--- config.mk ---
export PLATFORM = sky130hd
export DESIGN_NAME = reset_state_initializer
export DESIGN_NICKNAME = d
export VERILOG_FILES = /design/src/logic/reset_init_pkg.sv /design/src/logic/reset_state_initializer.sv /design/src/logic/cause_sync.sv
export SDC_FILE = /design/constraint.sdc
export NUM_CORES = 2
export LEC_CHECK = 0
export BUFFER_PORTS_ARGS = -buffer_cell sky130_fd_sc_hd__buf_4
export CAP_MARGIN = 15
export CORE_ASPECT_RATIO = 0.8
export CORE_MARGIN = 4
export CORE_UTILIZATION = 40
export CTS_CLUSTER_SIZE = 10
export DETAILED_ROUTE_END_ITERATION = 12
export GPL_ROUTABILITY_DRIVEN = 0
export PLACE_DENSITY_LB_ADDON = 0.2
export SETUP_SLACK_MARGIN = 0.3
export SLEW_MARGIN = 20
export SYNTH_ARGS = -nofsm -noshare
export SYNTH_HDL_FRONTEND = slang
export SYNTH_SLANG_ARGS = --single-unit
export TNS_END_PERCENT = 100
--- constraint.sdc ---
create_clock -name clk_sys -period 3.1 [get_ports clk_sys]
set_clock_uncertainty 0.05 [all_clocks]
set_input_delay 0.31 -clock clk_sys [delete_from_list [all_inputs] [get_ports clk_sys]]
set_output_delay 0.31 -clock clk_sys [all_outputs]
set_load 0.02 [all_outputs]
--- src/logic/reset_init_pkg.sv ---
// Purpose: constants and types for the reset state initializer
// Assumes: 8-bit slots addressed by a 7-bit index over a plain port
// Notes: undefined contents load a fill value given as a parameter
package reset_init_pkg;
    localparam int ADDR_W = 7;
    localparam int DATA_W = 8;
    localparam int NUM_SLOTS = 128;
    localparam int NUM_CAUSES = 5;
    localparam int SYNC_DEPTH = 3;

    // Slot indices
    localparam logic [6:0] IDX_ACC = 7'h00;
    localparam logic [6:0] IDX_RTC = 7'h01;
    localparam logic [6:0] IDX_PC = 7'h02;
    localparam logic [6:0] IDX_STATUS = 7'h03;
    localparam logic [6:0] IDX_PTR = 7'h04;
    localparam logic [6:0] IDX_OPTION = 7'h05;
    localparam logic [6:0] IDX_MODE = 7'h06;
    localparam logic [6:0] IDX_WAKE_PEND = 7'h07;
    localparam logic [6:0] IDX_WAKE_EDGE = 7'h08;
    localparam logic [6:0] IDX_WAKE_EN = 7'h09;
    localparam logic [6:0] IDX_CMP = 7'h0A;
    localparam logic [6:0] IDX_DOG = 7'h0B;
    localparam logic [6:0] IDX_INT_STATUS = 7'h0C;
    localparam logic [6:0] IDX_INT_MASK = 7'h0D;
    localparam logic [6:0] PORT_DATA_FIRST = 7'h10;
    localparam logic [6:0] PORT_DATA_LAST = 7'h14;
    localparam logic [6:0] ONES_FIRST = 7'h18;
    localparam logic [6:0] ONES_LAST = 7'h2A;
    localparam logic [6:0] TIMER1_BASE = 7'h30;
    localparam logic [6:0] TIMER2_BASE = 7'h38;
    localparam logic [6:0] SRAM_FIRST = 7'h40;
    localparam int TMR_OFS_W = 3;
    localparam logic [2:0] TMR_CNT_LO = 3'h0;
    localparam logic [2:0] TMR_CNT_HI = 3'h1;
    localparam logic [2:0] TMR_CCR_FIRST = 3'h2;
    localparam logic [2:0] TMR_CTRL_A = 3'h6;
    localparam logic [2:0] TMR_CTRL_B = 3'h7;

    // Values and fields
    localparam logic [7:0] ALL_ONES = 8'hFF;
    localparam logic [7:0] ALL_ZERO = 8'h00;
    localparam logic [7:0] MODE_INIT = 8'h1F;
    localparam logic [7:0] CNT_LO_INIT = 8'h01;
    localparam logic [7:0] UNDEF_FILL = 8'h00;
    localparam int STAT_TO = 4;
    localparam int STAT_PD = 3;
    localparam logic [7:0] STAT_LOW_MASK = 8'h07;
    localparam logic [7:0] STAT_PAGE_MASK = 8'hE0;
    localparam logic [7:0] STAT_WR_MASK = 8'hE7;
    localparam logic [7:0] STAT_POR_TOP = 8'h18;
    localparam logic [1:0] TOPD_POR = 2'h3;
    localparam logic [1:0] TOPD_WDT_SLEEP = 2'h0;
    localparam logic [1:0] TOPD_WDT_ACTIVE = 2'h1;
    localparam logic [1:0] TOPD_PIN_SLEEP = 2'h2;
    localparam int PTR_TOP = 7;
    localparam logic [7:0] CMP_SET_MASK = 8'hC1;
    localparam logic [7:0] CMP_WR_MASK = 8'hFE;

    // Cause bit positions in the event vector
    localparam int CB_POR = 0;
    localparam int CB_WAKE = 1;
    localparam int CB_BOR = 2;
    localparam int CB_WDT = 3;
    localparam int CB_PIN = 4;

    typedef enum logic [2:0] {
        CAUSE_NONE = 3'b000,
        CAUSE_POR = 3'b001,
        CAUSE_WAKE = 3'b010,
        CAUSE_BOR = 3'b011,
        CAUSE_WDT = 3'b100,
        CAUSE_PIN = 3'b101
    } cause_e;

    typedef enum logic [3:0] {
        CLS_NONE = 4'b0000,
        CLS_KEEP = 4'b0001,
        CLS_ONES = 4'b0010,
        CLS_MODE = 4'b0011,
        CLS_ZERO = 4'b0100,
        CLS_CNT_LO = 4'b0101,
        CLS_STATUS = 4'b0110,
        CLS_PTR = 4'b0111,
        CLS_CMP = 4'b1000
    } slot_cls_e;

    typedef struct packed {
        logic [ADDR_W-1:0] addr;
        logic [DATA_W-1:0] wdata;
        logic wr;
        logic rd;
    } reg_req_s;
endpackage

--- src/logic/reset_state_initializer.sv ---
// Purpose: per-cause initial values of the core register slots
// Assumes: cause inputs are asynchronous levels, core_asleep is local
// Notes: a cause loads its values on the edge after its filtered rise
`timescale 1ns/10ps
module reset_state_initializer #(
    parameter logic [7:0] FILL = reset_init_pkg::UNDEF_FILL
) (
    input wire logic clk_sys,
    input wire logic resetn,
    input wire logic ce,
    input wire logic por_event,
    input wire logic wake_event,
    input wire logic brownout_event,
    input wire logic dog_timeout,
    input wire logic external_reset_pin_n,
    input wire logic core_asleep,
    input wire reset_init_pkg::reg_req_s reg_req,
    output logic [reset_init_pkg::DATA_W-1:0] rd_data,
    output logic irq,
    output logic dog_expiry_flag,
    output logic sleep_flag
);
    logic [reset_init_pkg::NUM_CAUSES-1:0] raw_cause;
    logic [reset_init_pkg::NUM_CAUSES-1:0] rise;
    reset_init_pkg::cause_e cause_now;
    logic [7:0] slots [reset_init_pkg::NUM_SLOTS];
    logic [reset_init_pkg::NUM_CAUSES-1:0] int_status_reg;
    logic [reset_init_pkg::NUM_CAUSES-1:0] int_mask_reg;
    logic [reset_init_pkg::NUM_CAUSES-1:0] int_clear;
    logic [7:0] rd_data_reg;
    logic irq_reg;

    // Slot class by index
    function automatic reset_init_pkg::slot_cls_e slot_class(input logic [6:0] idx);
        reset_init_pkg::slot_cls_e c;
        c = reset_init_pkg::CLS_NONE;
        if (idx >= reset_init_pkg::SRAM_FIRST) begin
            c = reset_init_pkg::CLS_KEEP;
        end else if (idx >= reset_init_pkg::TIMER1_BASE) begin
            if (idx[reset_init_pkg::TMR_OFS_W-1:0] == reset_init_pkg::TMR_CNT_LO) begin
                c = reset_init_pkg::CLS_CNT_LO;
            end else begin
                c = reset_init_pkg::CLS_ZERO;
            end
        end else if (idx >= reset_init_pkg::ONES_FIRST && idx <= reset_init_pkg::ONES_LAST) begin
            c = reset_init_pkg::CLS_ONES;
        end else if (idx >= reset_init_pkg::PORT_DATA_FIRST
                     && idx <= reset_init_pkg::PORT_DATA_LAST) begin
            c = reset_init_pkg::CLS_KEEP;
        end else begin
            case (idx)
                reset_init_pkg::IDX_ACC: c = reset_init_pkg::CLS_KEEP;
                reset_init_pkg::IDX_RTC: c = reset_init_pkg::CLS_KEEP;
                reset_init_pkg::IDX_PC: c = reset_init_pkg::CLS_ONES;
                reset_init_pkg::IDX_STATUS: c = reset_init_pkg::CLS_STATUS;
                reset_init_pkg::IDX_PTR: c = reset_init_pkg::CLS_PTR;
                reset_init_pkg::IDX_OPTION: c = reset_init_pkg::CLS_ONES;
                reset_init_pkg::IDX_MODE: c = reset_init_pkg::CLS_MODE;
                reset_init_pkg::IDX_WAKE_PEND: c = reset_init_pkg::CLS_KEEP;
                reset_init_pkg::IDX_WAKE_EDGE: c = reset_init_pkg::CLS_ONES;
                reset_init_pkg::IDX_WAKE_EN: c = reset_init_pkg::CLS_ONES;
                reset_init_pkg::IDX_CMP: c = reset_init_pkg::CLS_CMP;
                reset_init_pkg::IDX_DOG: c = reset_init_pkg::CLS_KEEP;
                default: c = reset_init_pkg::CLS_NONE;
            endcase
        end
        return c;
    endfunction

    // Software-writable bits by class
    function automatic logic [7:0] wr_mask(input reset_init_pkg::slot_cls_e c);
        logic [7:0] m;
        case (c)
            reset_init_pkg::CLS_NONE: m = reset_init_pkg::ALL_ZERO;
            reset_init_pkg::CLS_STATUS: m = reset_init_pkg::STAT_WR_MASK;
            reset_init_pkg::CLS_CMP: m = reset_init_pkg::CMP_WR_MASK;
            default: m = reset_init_pkg::ALL_ONES;
        endcase
        return m;
    endfunction

    // Status value per cause
    function automatic logic [7:0] status_init(input reset_init_pkg::cause_e k,
                                               input logic [7:0] old,
                                               input logic asleep,
                                               input logic [7:0] fill);
        logic [7:0] v;
        v = old & ~reset_init_pkg::STAT_PAGE_MASK;
        case (k)
            reset_init_pkg::CAUSE_POR: begin
                v = fill & reset_init_pkg::STAT_LOW_MASK;
                {v[reset_init_pkg::STAT_TO], v[reset_init_pkg::STAT_PD]} =
                    reset_init_pkg::TOPD_POR;
            end
            reset_init_pkg::CAUSE_BOR: begin
                v = fill & ~reset_init_pkg::STAT_PAGE_MASK;
            end
            reset_init_pkg::CAUSE_WDT: begin
                if (asleep) begin
                    {v[reset_init_pkg::STAT_TO], v[reset_init_pkg::STAT_PD]} =
                        reset_init_pkg::TOPD_WDT_SLEEP;
                end else begin
                    {v[reset_init_pkg::STAT_TO], v[reset_init_pkg::STAT_PD]} =
                        reset_init_pkg::TOPD_WDT_ACTIVE;
                end
            end
            reset_init_pkg::CAUSE_PIN: begin
                if (asleep) begin
                    {v[reset_init_pkg::STAT_TO], v[reset_init_pkg::STAT_PD]} =
                        reset_init_pkg::TOPD_PIN_SLEEP;
                end
            end
            default: v = v;
        endcase
        return v;
    endfunction

    // Initial value of one slot
    function automatic logic [7:0] slot_init(input reset_init_pkg::slot_cls_e c,
                                             input reset_init_pkg::cause_e k,
                                             input logic [7:0] old,
                                             input logic asleep,
                                             input logic [7:0] fill);
        logic lost;
        logic [7:0] v;
        lost = (k == reset_init_pkg::CAUSE_POR) || (k == reset_init_pkg::CAUSE_BOR);
        case (c)
            reset_init_pkg::CLS_KEEP: v = lost ? fill : old;
            reset_init_pkg::CLS_ONES: v = reset_init_pkg::ALL_ONES;
            reset_init_pkg::CLS_MODE: v = reset_init_pkg::MODE_INIT;
            reset_init_pkg::CLS_ZERO: v = reset_init_pkg::ALL_ZERO;
            reset_init_pkg::CLS_CNT_LO: v = reset_init_pkg::CNT_LO_INIT;
            reset_init_pkg::CLS_STATUS: v = status_init(k, old, asleep, fill);
            reset_init_pkg::CLS_PTR: begin
                if (k == reset_init_pkg::CAUSE_POR) begin
                    v = fill;
                end else begin
                    v = (k == reset_init_pkg::CAUSE_BOR) ? fill : old;
                    v[reset_init_pkg::PTR_TOP] = 1'b1;
                end
            end
            reset_init_pkg::CLS_CMP: v = fill | reset_init_pkg::CMP_SET_MASK;
            default: v = old;
        endcase
        return v;
    endfunction

    // Cause inputs, pin inverted to active high
    assign raw_cause[reset_init_pkg::CB_POR] = por_event;
    assign raw_cause[reset_init_pkg::CB_WAKE] = wake_event;
    assign raw_cause[reset_init_pkg::CB_BOR] = brownout_event;
    assign raw_cause[reset_init_pkg::CB_WDT] = dog_timeout;
    assign raw_cause[reset_init_pkg::CB_PIN] = !external_reset_pin_n;

    for (genvar n = 0; n < reset_init_pkg::NUM_CAUSES; n++) begin : g_sync
        cause_sync #(
            .DEPTH(reset_init_pkg::SYNC_DEPTH)
        ) u_sync (
            .clk_sys(clk_sys),
            .resetn(resetn),
            .ce(ce),
            .raw(raw_cause[n]),
            .rise(rise[n])
        );
    end

    // Cause priority: power-on, brown-out, dog, pin, wakeup
    always_comb begin
        cause_now = reset_init_pkg::CAUSE_NONE;
        if (rise[reset_init_pkg::CB_WAKE]) begin
            cause_now = reset_init_pkg::CAUSE_WAKE;
        end
        if (rise[reset_init_pkg::CB_PIN]) begin
            cause_now = reset_init_pkg::CAUSE_PIN;
        end
        if (rise[reset_init_pkg::CB_WDT]) begin
            cause_now = reset_init_pkg::CAUSE_WDT;
        end
        if (rise[reset_init_pkg::CB_BOR]) begin
            cause_now = reset_init_pkg::CAUSE_BOR;
        end
        if (rise[reset_init_pkg::CB_POR]) begin
            cause_now = reset_init_pkg::CAUSE_POR;
        end
    end

    // Slot storage; a cause load wins over a write
    for (genvar i = 0; i < reset_init_pkg::NUM_SLOTS; i++) begin : g_slot
        localparam logic [6:0] IDX = 7'(i);
        localparam reset_init_pkg::slot_cls_e CLS = slot_class(IDX);
        localparam logic [7:0] WMASK = wr_mask(CLS);
        localparam logic [7:0] RST_VAL =
            slot_init(CLS, reset_init_pkg::CAUSE_POR, reset_init_pkg::ALL_ZERO, 1'b0, FILL);
        if (CLS == reset_init_pkg::CLS_NONE) begin : g_none
            assign slots[i] = reset_init_pkg::ALL_ZERO;
        end else begin : g_store
            logic [7:0] slot_reg;
            assign slots[i] = slot_reg;
            always_ff @(posedge clk_sys or negedge resetn) begin
                if (!resetn) begin
                    slot_reg <= RST_VAL;
                end else if (ce) begin
                    if (cause_now != reset_init_pkg::CAUSE_NONE) begin
                        slot_reg <= slot_init(CLS, cause_now, slot_reg, core_asleep, FILL);
                    end else if (reg_req.wr && reg_req.addr == IDX) begin
                        slot_reg <= (reg_req.wdata & WMASK) | (slot_reg & ~WMASK);
                    end
                end
            end
        end
    end

    // Cause event flags; set wins over clear
    assign int_clear = (reg_req.wr && reg_req.addr == reset_init_pkg::IDX_INT_STATUS)
        ? reg_req.wdata[reset_init_pkg::NUM_CAUSES-1:0] : '0;

    always_ff @(posedge clk_sys or negedge resetn) begin
        if (!resetn) begin
            int_status_reg <= '0;
        end else if (ce) begin
            int_status_reg <= (int_status_reg & ~int_clear) | rise;
        end
    end

    always_ff @(posedge clk_sys or negedge resetn) begin
        if (!resetn) begin
            int_mask_reg <= '0;
        end else if (ce && reg_req.wr && reg_req.addr == reset_init_pkg::IDX_INT_MASK) begin
            int_mask_reg <= reg_req.wdata[reset_init_pkg::NUM_CAUSES-1:0];
        end
    end

    always_ff @(posedge clk_sys or negedge resetn) begin
        if (!resetn) begin
            irq_reg <= 1'b0;
        end else if (ce) begin
            irq_reg <= |(int_status_reg & int_mask_reg);
        end
    end

    // Read port
    always_ff @(posedge clk_sys or negedge resetn) begin
        if (!resetn) begin
            rd_data_reg <= reset_init_pkg::ALL_ZERO;
        end else if (ce) begin
            if (!reg_req.rd) begin
                rd_data_reg <= reset_init_pkg::ALL_ZERO;
            end else if (reg_req.addr == reset_init_pkg::IDX_INT_STATUS) begin
                rd_data_reg <= 8'(int_status_reg);
            end else if (reg_req.addr == reset_init_pkg::IDX_INT_MASK) begin
                rd_data_reg <= 8'(int_mask_reg);
            end else begin
                rd_data_reg <= slots[reg_req.addr];
            end
        end
    end

    assign rd_data = rd_data_reg;
    assign irq = irq_reg;
    assign dog_expiry_flag = slots[reset_init_pkg::IDX_STATUS][reset_init_pkg::STAT_TO];
    assign sleep_flag = slots[reset_init_pkg::IDX_STATUS][reset_init_pkg::STAT_PD];

    // Checks
    property p_prio_por;
        @(posedge clk_sys) disable iff (!resetn)
        rise[reset_init_pkg::CB_POR] |-> cause_now == reset_init_pkg::CAUSE_POR;
    endproperty
    a_prio_por: assert property (p_prio_por) else $error("por not top priority");

    property p_fixed;
        @(posedge clk_sys) disable iff (!resetn)
        ce && cause_now != reset_init_pkg::CAUSE_NONE |=>
            slots[reset_init_pkg::IDX_PC] == reset_init_pkg::ALL_ONES
            && slots[reset_init_pkg::IDX_MODE] == reset_init_pkg::MODE_INIT
            && slots[reset_init_pkg::ONES_LAST] == reset_init_pkg::ALL_ONES;
    endproperty
    a_fixed: assert property (p_fixed) else $error("fixed values not loaded");

    property p_lost;
        @(posedge clk_sys) disable iff (!resetn)
        ce && cause_now == reset_init_pkg::CAUSE_BOR |=>
            slots[reset_init_pkg::IDX_ACC] == FILL && slots[reset_init_pkg::SRAM_FIRST] == FILL;
    endproperty
    a_lost: assert property (p_lost) else $error("brown-out kept contents");

    property p_kept;
        @(posedge clk_sys) disable iff (!resetn)
        ce && cause_now == reset_init_pkg::CAUSE_WDT |=>
            $stable(slots[reset_init_pkg::IDX_DOG]) && $stable(slots[reset_init_pkg::IDX_RTC]);
    endproperty
    a_kept: assert property (p_kept) else $error("dog reset lost contents");

    property p_wdt_sleep;
        @(posedge clk_sys) disable iff (!resetn)
        ce && cause_now == reset_init_pkg::CAUSE_WDT && core_asleep |=>
            {dog_expiry_flag, sleep_flag} == reset_init_pkg::TOPD_WDT_SLEEP;
    endproperty
    a_wdt_sleep: assert property (p_wdt_sleep) else $error("dog asleep pair wrong");

    property p_wdt_active;
        @(posedge clk_sys) disable iff (!resetn)
        ce && cause_now == reset_init_pkg::CAUSE_WDT && !core_asleep |=>
            {dog_expiry_flag, sleep_flag} == reset_init_pkg::TOPD_WDT_ACTIVE;
    endproperty
    a_wdt_active: assert property (p_wdt_active) else $error("dog active pair wrong");

    property p_pin;
        @(posedge clk_sys) disable iff (!resetn)
        ce && cause_now == reset_init_pkg::CAUSE_PIN |=>
            core_asleep
            ? {dog_expiry_flag, sleep_flag} == reset_init_pkg::TOPD_PIN_SLEEP
            : $stable({dog_expiry_flag, sleep_flag});
    endproperty
    a_pin: assert property (p_pin) else $error("pin reset pair wrong");

    property p_timer;
        @(posedge clk_sys) disable iff (!resetn)
        ce && cause_now != reset_init_pkg::CAUSE_NONE |=>
            slots[reset_init_pkg::TIMER1_BASE] == reset_init_pkg::CNT_LO_INIT
            && slots[reset_init_pkg::TIMER2_BASE] == reset_init_pkg::CNT_LO_INIT
            && slots[reset_init_pkg::TIMER2_BASE + 7'(reset_init_pkg::TMR_CNT_HI)] == 8'h00;
    endproperty
    a_timer: assert property (p_timer) else $error("timer counter not 0001");

    property p_ccr_ctrl;
        @(posedge clk_sys) disable iff (!resetn)
        ce && cause_now != reset_init_pkg::CAUSE_NONE |=>
            slots[reset_init_pkg::TIMER1_BASE + 7'(reset_init_pkg::TMR_CCR_FIRST)] == 8'h00
            && slots[reset_init_pkg::TIMER2_BASE + 7'(reset_init_pkg::TMR_CTRL_B)] == 8'h00
            && slots[reset_init_pkg::TIMER1_BASE + 7'(reset_init_pkg::TMR_CTRL_A)] == 8'h00;
    endproperty
    a_ccr_ctrl: assert property (p_ccr_ctrl) else $error("timer regs not cleared");

    property p_status_por;
        @(posedge clk_sys) disable iff (!resetn)
        ce && cause_now == reset_init_pkg::CAUSE_POR |=>
            (slots[reset_init_pkg::IDX_STATUS] & ~reset_init_pkg::STAT_LOW_MASK)
            == reset_init_pkg::STAT_POR_TOP;
    endproperty
    a_status_por: assert property (p_status_por) else $error("status after por wrong");

    property p_ptr_wake;
        @(posedge clk_sys) disable iff (!resetn)
        ce && cause_now == reset_init_pkg::CAUSE_WAKE |=>
            slots[reset_init_pkg::IDX_PTR][reset_init_pkg::PTR_TOP]
            && $stable(slots[reset_init_pkg::IDX_PTR][6:0])
            && (slots[reset_init_pkg::IDX_CMP] & reset_init_pkg::CMP_SET_MASK)
               == reset_init_pkg::CMP_SET_MASK;
    endproperty
    a_ptr_wake: assert property (p_ptr_wake) else $error("pointer or comparator wrong");

    property p_irq;
        @(posedge clk_sys) disable iff (!resetn)
        ce && |(int_status_reg & int_mask_reg) |=> irq;
    endproperty
    a_irq: assert property (p_irq) else $error("interrupt not raised");
endmodule

--- src/logic/cause_sync.sv ---
// Purpose: three-stage synchronizer with agreement filter and rise pulse
// Assumes: raw comes from outside the clock domain
// Notes: pulse holds while the clock enable is low
`timescale 1ns/10ps
module cause_sync #(
    parameter int DEPTH = 3
) (
    input wire logic clk_sys,
    input wire logic resetn,
    input wire logic ce,
    input wire logic raw,
    output logic rise
);
    logic [DEPTH-1:0] sync_reg;
    logic level_reg;
    logic rise_reg;
    logic agree;

    assign agree = sync_reg[DEPTH-1] == sync_reg[DEPTH-2];
    assign rise = rise_reg;

    // Shift chain
    always_ff @(posedge clk_sys or negedge resetn) begin
        if (!resetn) begin
            sync_reg <= '0;
        end else if (ce) begin
            sync_reg <= {sync_reg[DEPTH-2:0], raw};
        end
    end

    // Filtered level and rise
    always_ff @(posedge clk_sys or negedge resetn) begin
        if (!resetn) begin
            level_reg <= 1'b0;
            rise_reg <= 1'b0;
        end else if (ce) begin
            rise_reg <= agree && sync_reg[DEPTH-1] && !level_reg;
            if (agree) begin
                level_reg <= sync_reg[DEPTH-1];
            end
        end
    end
endmodule

==> flow_summary.toml <==
[floorplan]
ios = 37
die_h_um = 304
core-area_um2 = 109000
die_w_um = 378
die-area_um2 = 115000
initial_utilization_pct = 40.4
rows = 108

[drt]
ant_nets = 0
drtIter0Drc = 3433
drcViolationCount = 0
drt_pass1_iterations = 5
routed_wl_um = 147000
routedWlPerCell_um = 26.4
vias = 32515
vias_per_cell = 5.86

[pwr]
p_per_area_nw_per_um2 = 793
p_leak_nw = 21.5
pwr-share-clk_pct = 28.7
sw_frac_of_total_pct = 35.2
seqPwrFrac_pct = 42.4
max-vdd-ir-drop_mv = 0.508
power.switching_w = 0.0141
p_comb_share_pct = 28.9
internal_power_w = 0.0259

[cells_and_area]
multi_input_area_um2 = 18000
drive_above_1_share_pct = 25.3
instances_no_fill = 5553
nets = 4112
fill_cells = 10016
largest_reg_flops = 928
syn_to_final_growth_pct = 15.1
seqCellArea_um2 = 24600

[setup_path]
cp_data_arrival_time_ns = 3.23
cp_data_required_time_ns = 3.68
cp_max_fo = 40
cp-end-kind = "flop"
r2r_cells = 7
reg2reg_to = "g_slot[4].g_store.slot_reg[5]"
cp-start-kind = "input pin"
r2r-start = "g_sync[0].u_sync.rise"
setup.reg_to_reg.worst_slack_ns = 0.53
cp-startpoint = "reg_req[10]"
worst-setup-path-type = "in -> reg"

[yosys]
postSynthAreaPerCell_um2 = 11.2
synth_seq_cells = 972
synth_simple_gate_area_share_pct = 9.85
synth.area.mux_share_pct = 15.0
synthXorXnorAreaFrac_pct = 0
async_flop_share_pct = 100
netlist_top_cells_area = "dfrtp_1 44%, dfstp_2 12%, mux4_2 11%, o21ai_0 7.8%, nand2_1 6.0%"
synth_compound_area_share_pct = 15.7
synth_top_family_by_area = "compound AO/OA/AOI/OAI gates"
synth-edff-count = 0
synthCells = 3922
synthTopCellsByCount = "776 x dfrtp_1, 698 x nand2_1, 680 x o21ai_0"
synth_ff_type = "dfrtp_1"
yosys_warnings = 0
ys_types = 71
synth_top_area_share_pct = 44.3
synth.most_common_cell = "dfrtp_1"
synth_nets = 3953
yosysSeqAreaShare_pct = 56.0
synth_adder_area_share_pct = 0.143
synth_top_cell_by_area = "dfrtp_1"
syn_area_um2 = 43900

[placement]
hpwl_um = 98800
port_buffers = 36
placedCellCount = 5379

[sta]
drv_slew = 0
fin_crit_sh_pct = 85.5
setup_viol = 0
fmax_mhz = 377
fin_crit_ns = 2.65
slew_headroom_pct = 23.4
worstMarginPinSlew_ns = 1.12
rsz0062_at_grt = "false"
fin_setup_tns_ns = 0
hold_violations = 0

[run_status]
run_status = "finished clean"

[clocking]
clockRootBuffer = "clkbuf_16"
cts_tree = "built"
clock-sinks = 972
clk_pin_slew_ns = 0.06
cts_buffers = 108
cts_max_path_buffers = 3
htreeDepth = 3
clk_latency_ns = 0.71

[grt]
grt_pass1_vias = 31817
grt_start_max_net_pins = 98
grt_antenna_before_repair = 5
overflow = 0
grt_first_pass_wirelength_um = 221000
grt_use_total_pct = 25.6

[run]
cap_violations = 0

[worst_hold_path]
min_path_type = "in -> async"
layer usage:
metal | up-vias | GRT usage (%) | share of wire [%] | wire [µm]
li1 | 14376 | - | - | -
met1 | 16590 | 40.3 | 47 | 69100
met2 | 1308 | 34.6 | 41 | 60000
met3 | 239 | 6.92 | 9.5 | 13900
met4 | 2 | 6.65 | 2.6 | 3840
met5 | - | 0 | 0.0075 | 11
power by group through the flow:
stage / Clock [W] / Sequential (W) / Combinational (W)
5_1_grt: 0.0123 / 0.0173 / 0.0126
2_1_floorplan: 0 / 0.0166 / 0.00697
4_1_cts: 0.0117 / 0.0170 / 0.0113
3_5_place_dp: 0 / 0.0171 / 0.0113
3_3_place_gp: 0 / 0.0171 / 0.0111
6_report: 0.0115 / 0.0170 / 0.0115
kinds of logic after synthesis:
group                      count (synthesis)
and+or+nand+nor                         1066
DFF                                      972
muxes                                    384
buffers and inverters                    313
adders and majority gates                  5
AOI/OAI and AO/OA                       1182
final cells by class:
type | count | share of cell area, %
Inverter | 10 | 0.0743
Sequential cell | 972 | 48.7
Timing Repair Buffer | 350 | 6.26
Clock inverter | 7 | 0.213
Tap cell | 1430 | 3.54
Multi-Input combinational cell | 2639 | 35.6
Antenna cell | 2 | 0.00991
Clock buffer | 143 | 5.67
what timing repair did:
item                                   CTS  global route
pin swaps                                1             1
hold buffers                            15             0
buffers inserted                         0             5
endpoints found under the hold margin  475             0
cloned                                   1             1
gates resized for setup                  0            24
setup endpoints to repair              253           274
through the flow:
stage / area, µm² / utilization [%] / hold slack [ns] / setup WS [ns] / power [W]
final: 50500 / 46.5 / 0.0898 / 0.449 / 0.0400
after global routing: 50500 / 46.5 / 0.0987 / 0.301 / 0.0421
after CTS: 50400 / 46.4 / 0.0667 / 0.307 / 0.0400
after detailed placement: 47300 / 43.5 / 0.202 / -0.164 / 0.0284
after global placement: 47300 / 43.5 / 0.199 / -0.108 / 0.0282
after floorplan: 43900 / - / -0.0356 / 0.846 / 0.0236
placed cells by master (no fill, tap or decap), types with 44 or more instances in the layout:
cell type	synthesis	routed
a21oi_1	199	199
a22o_1	140	140
a22oi_1	44	44
buf_4	14	294
clkbuf_16	0	108
dfrtp_1	776	776
dfstp_2	196	196
mux2_2	111	111
mux2i_1	67	67
mux4_2	206	206
nand2_1	698	668
nor2_1	239	228
o21ai_0	680	680
worst max-delay path by stage:
| stage | slack [ns] | to | cells after the start |
|---|---|---|---|
| floorplan | 0.85 | rd_data[7] | 8 |
| global placement | -0.11 | rd_data[3] | 8 |
| detailed placement | -0.16 | rd_data[3] | 8 |
| CTS | 0.31 | g_slot[71].g_store.slot_reg[7] | 7 |
| global route | 0.30 | g_slot[68].g_store.slot_reg[7] | 7 |
| finish | 0.45 | rd_data[3] | 8 |
worst max-delay path: stages:
cell       delay (ns)
buf_8            0.49
buf_12           0.28
buf_4            0.15
mux4_2           0.27
nor3_1           0.05
a2111oi_0        0.93
a31oi_1          0.35
o31ai_1          0.30
Note: power is estimated with default switching activity, not from simulation.
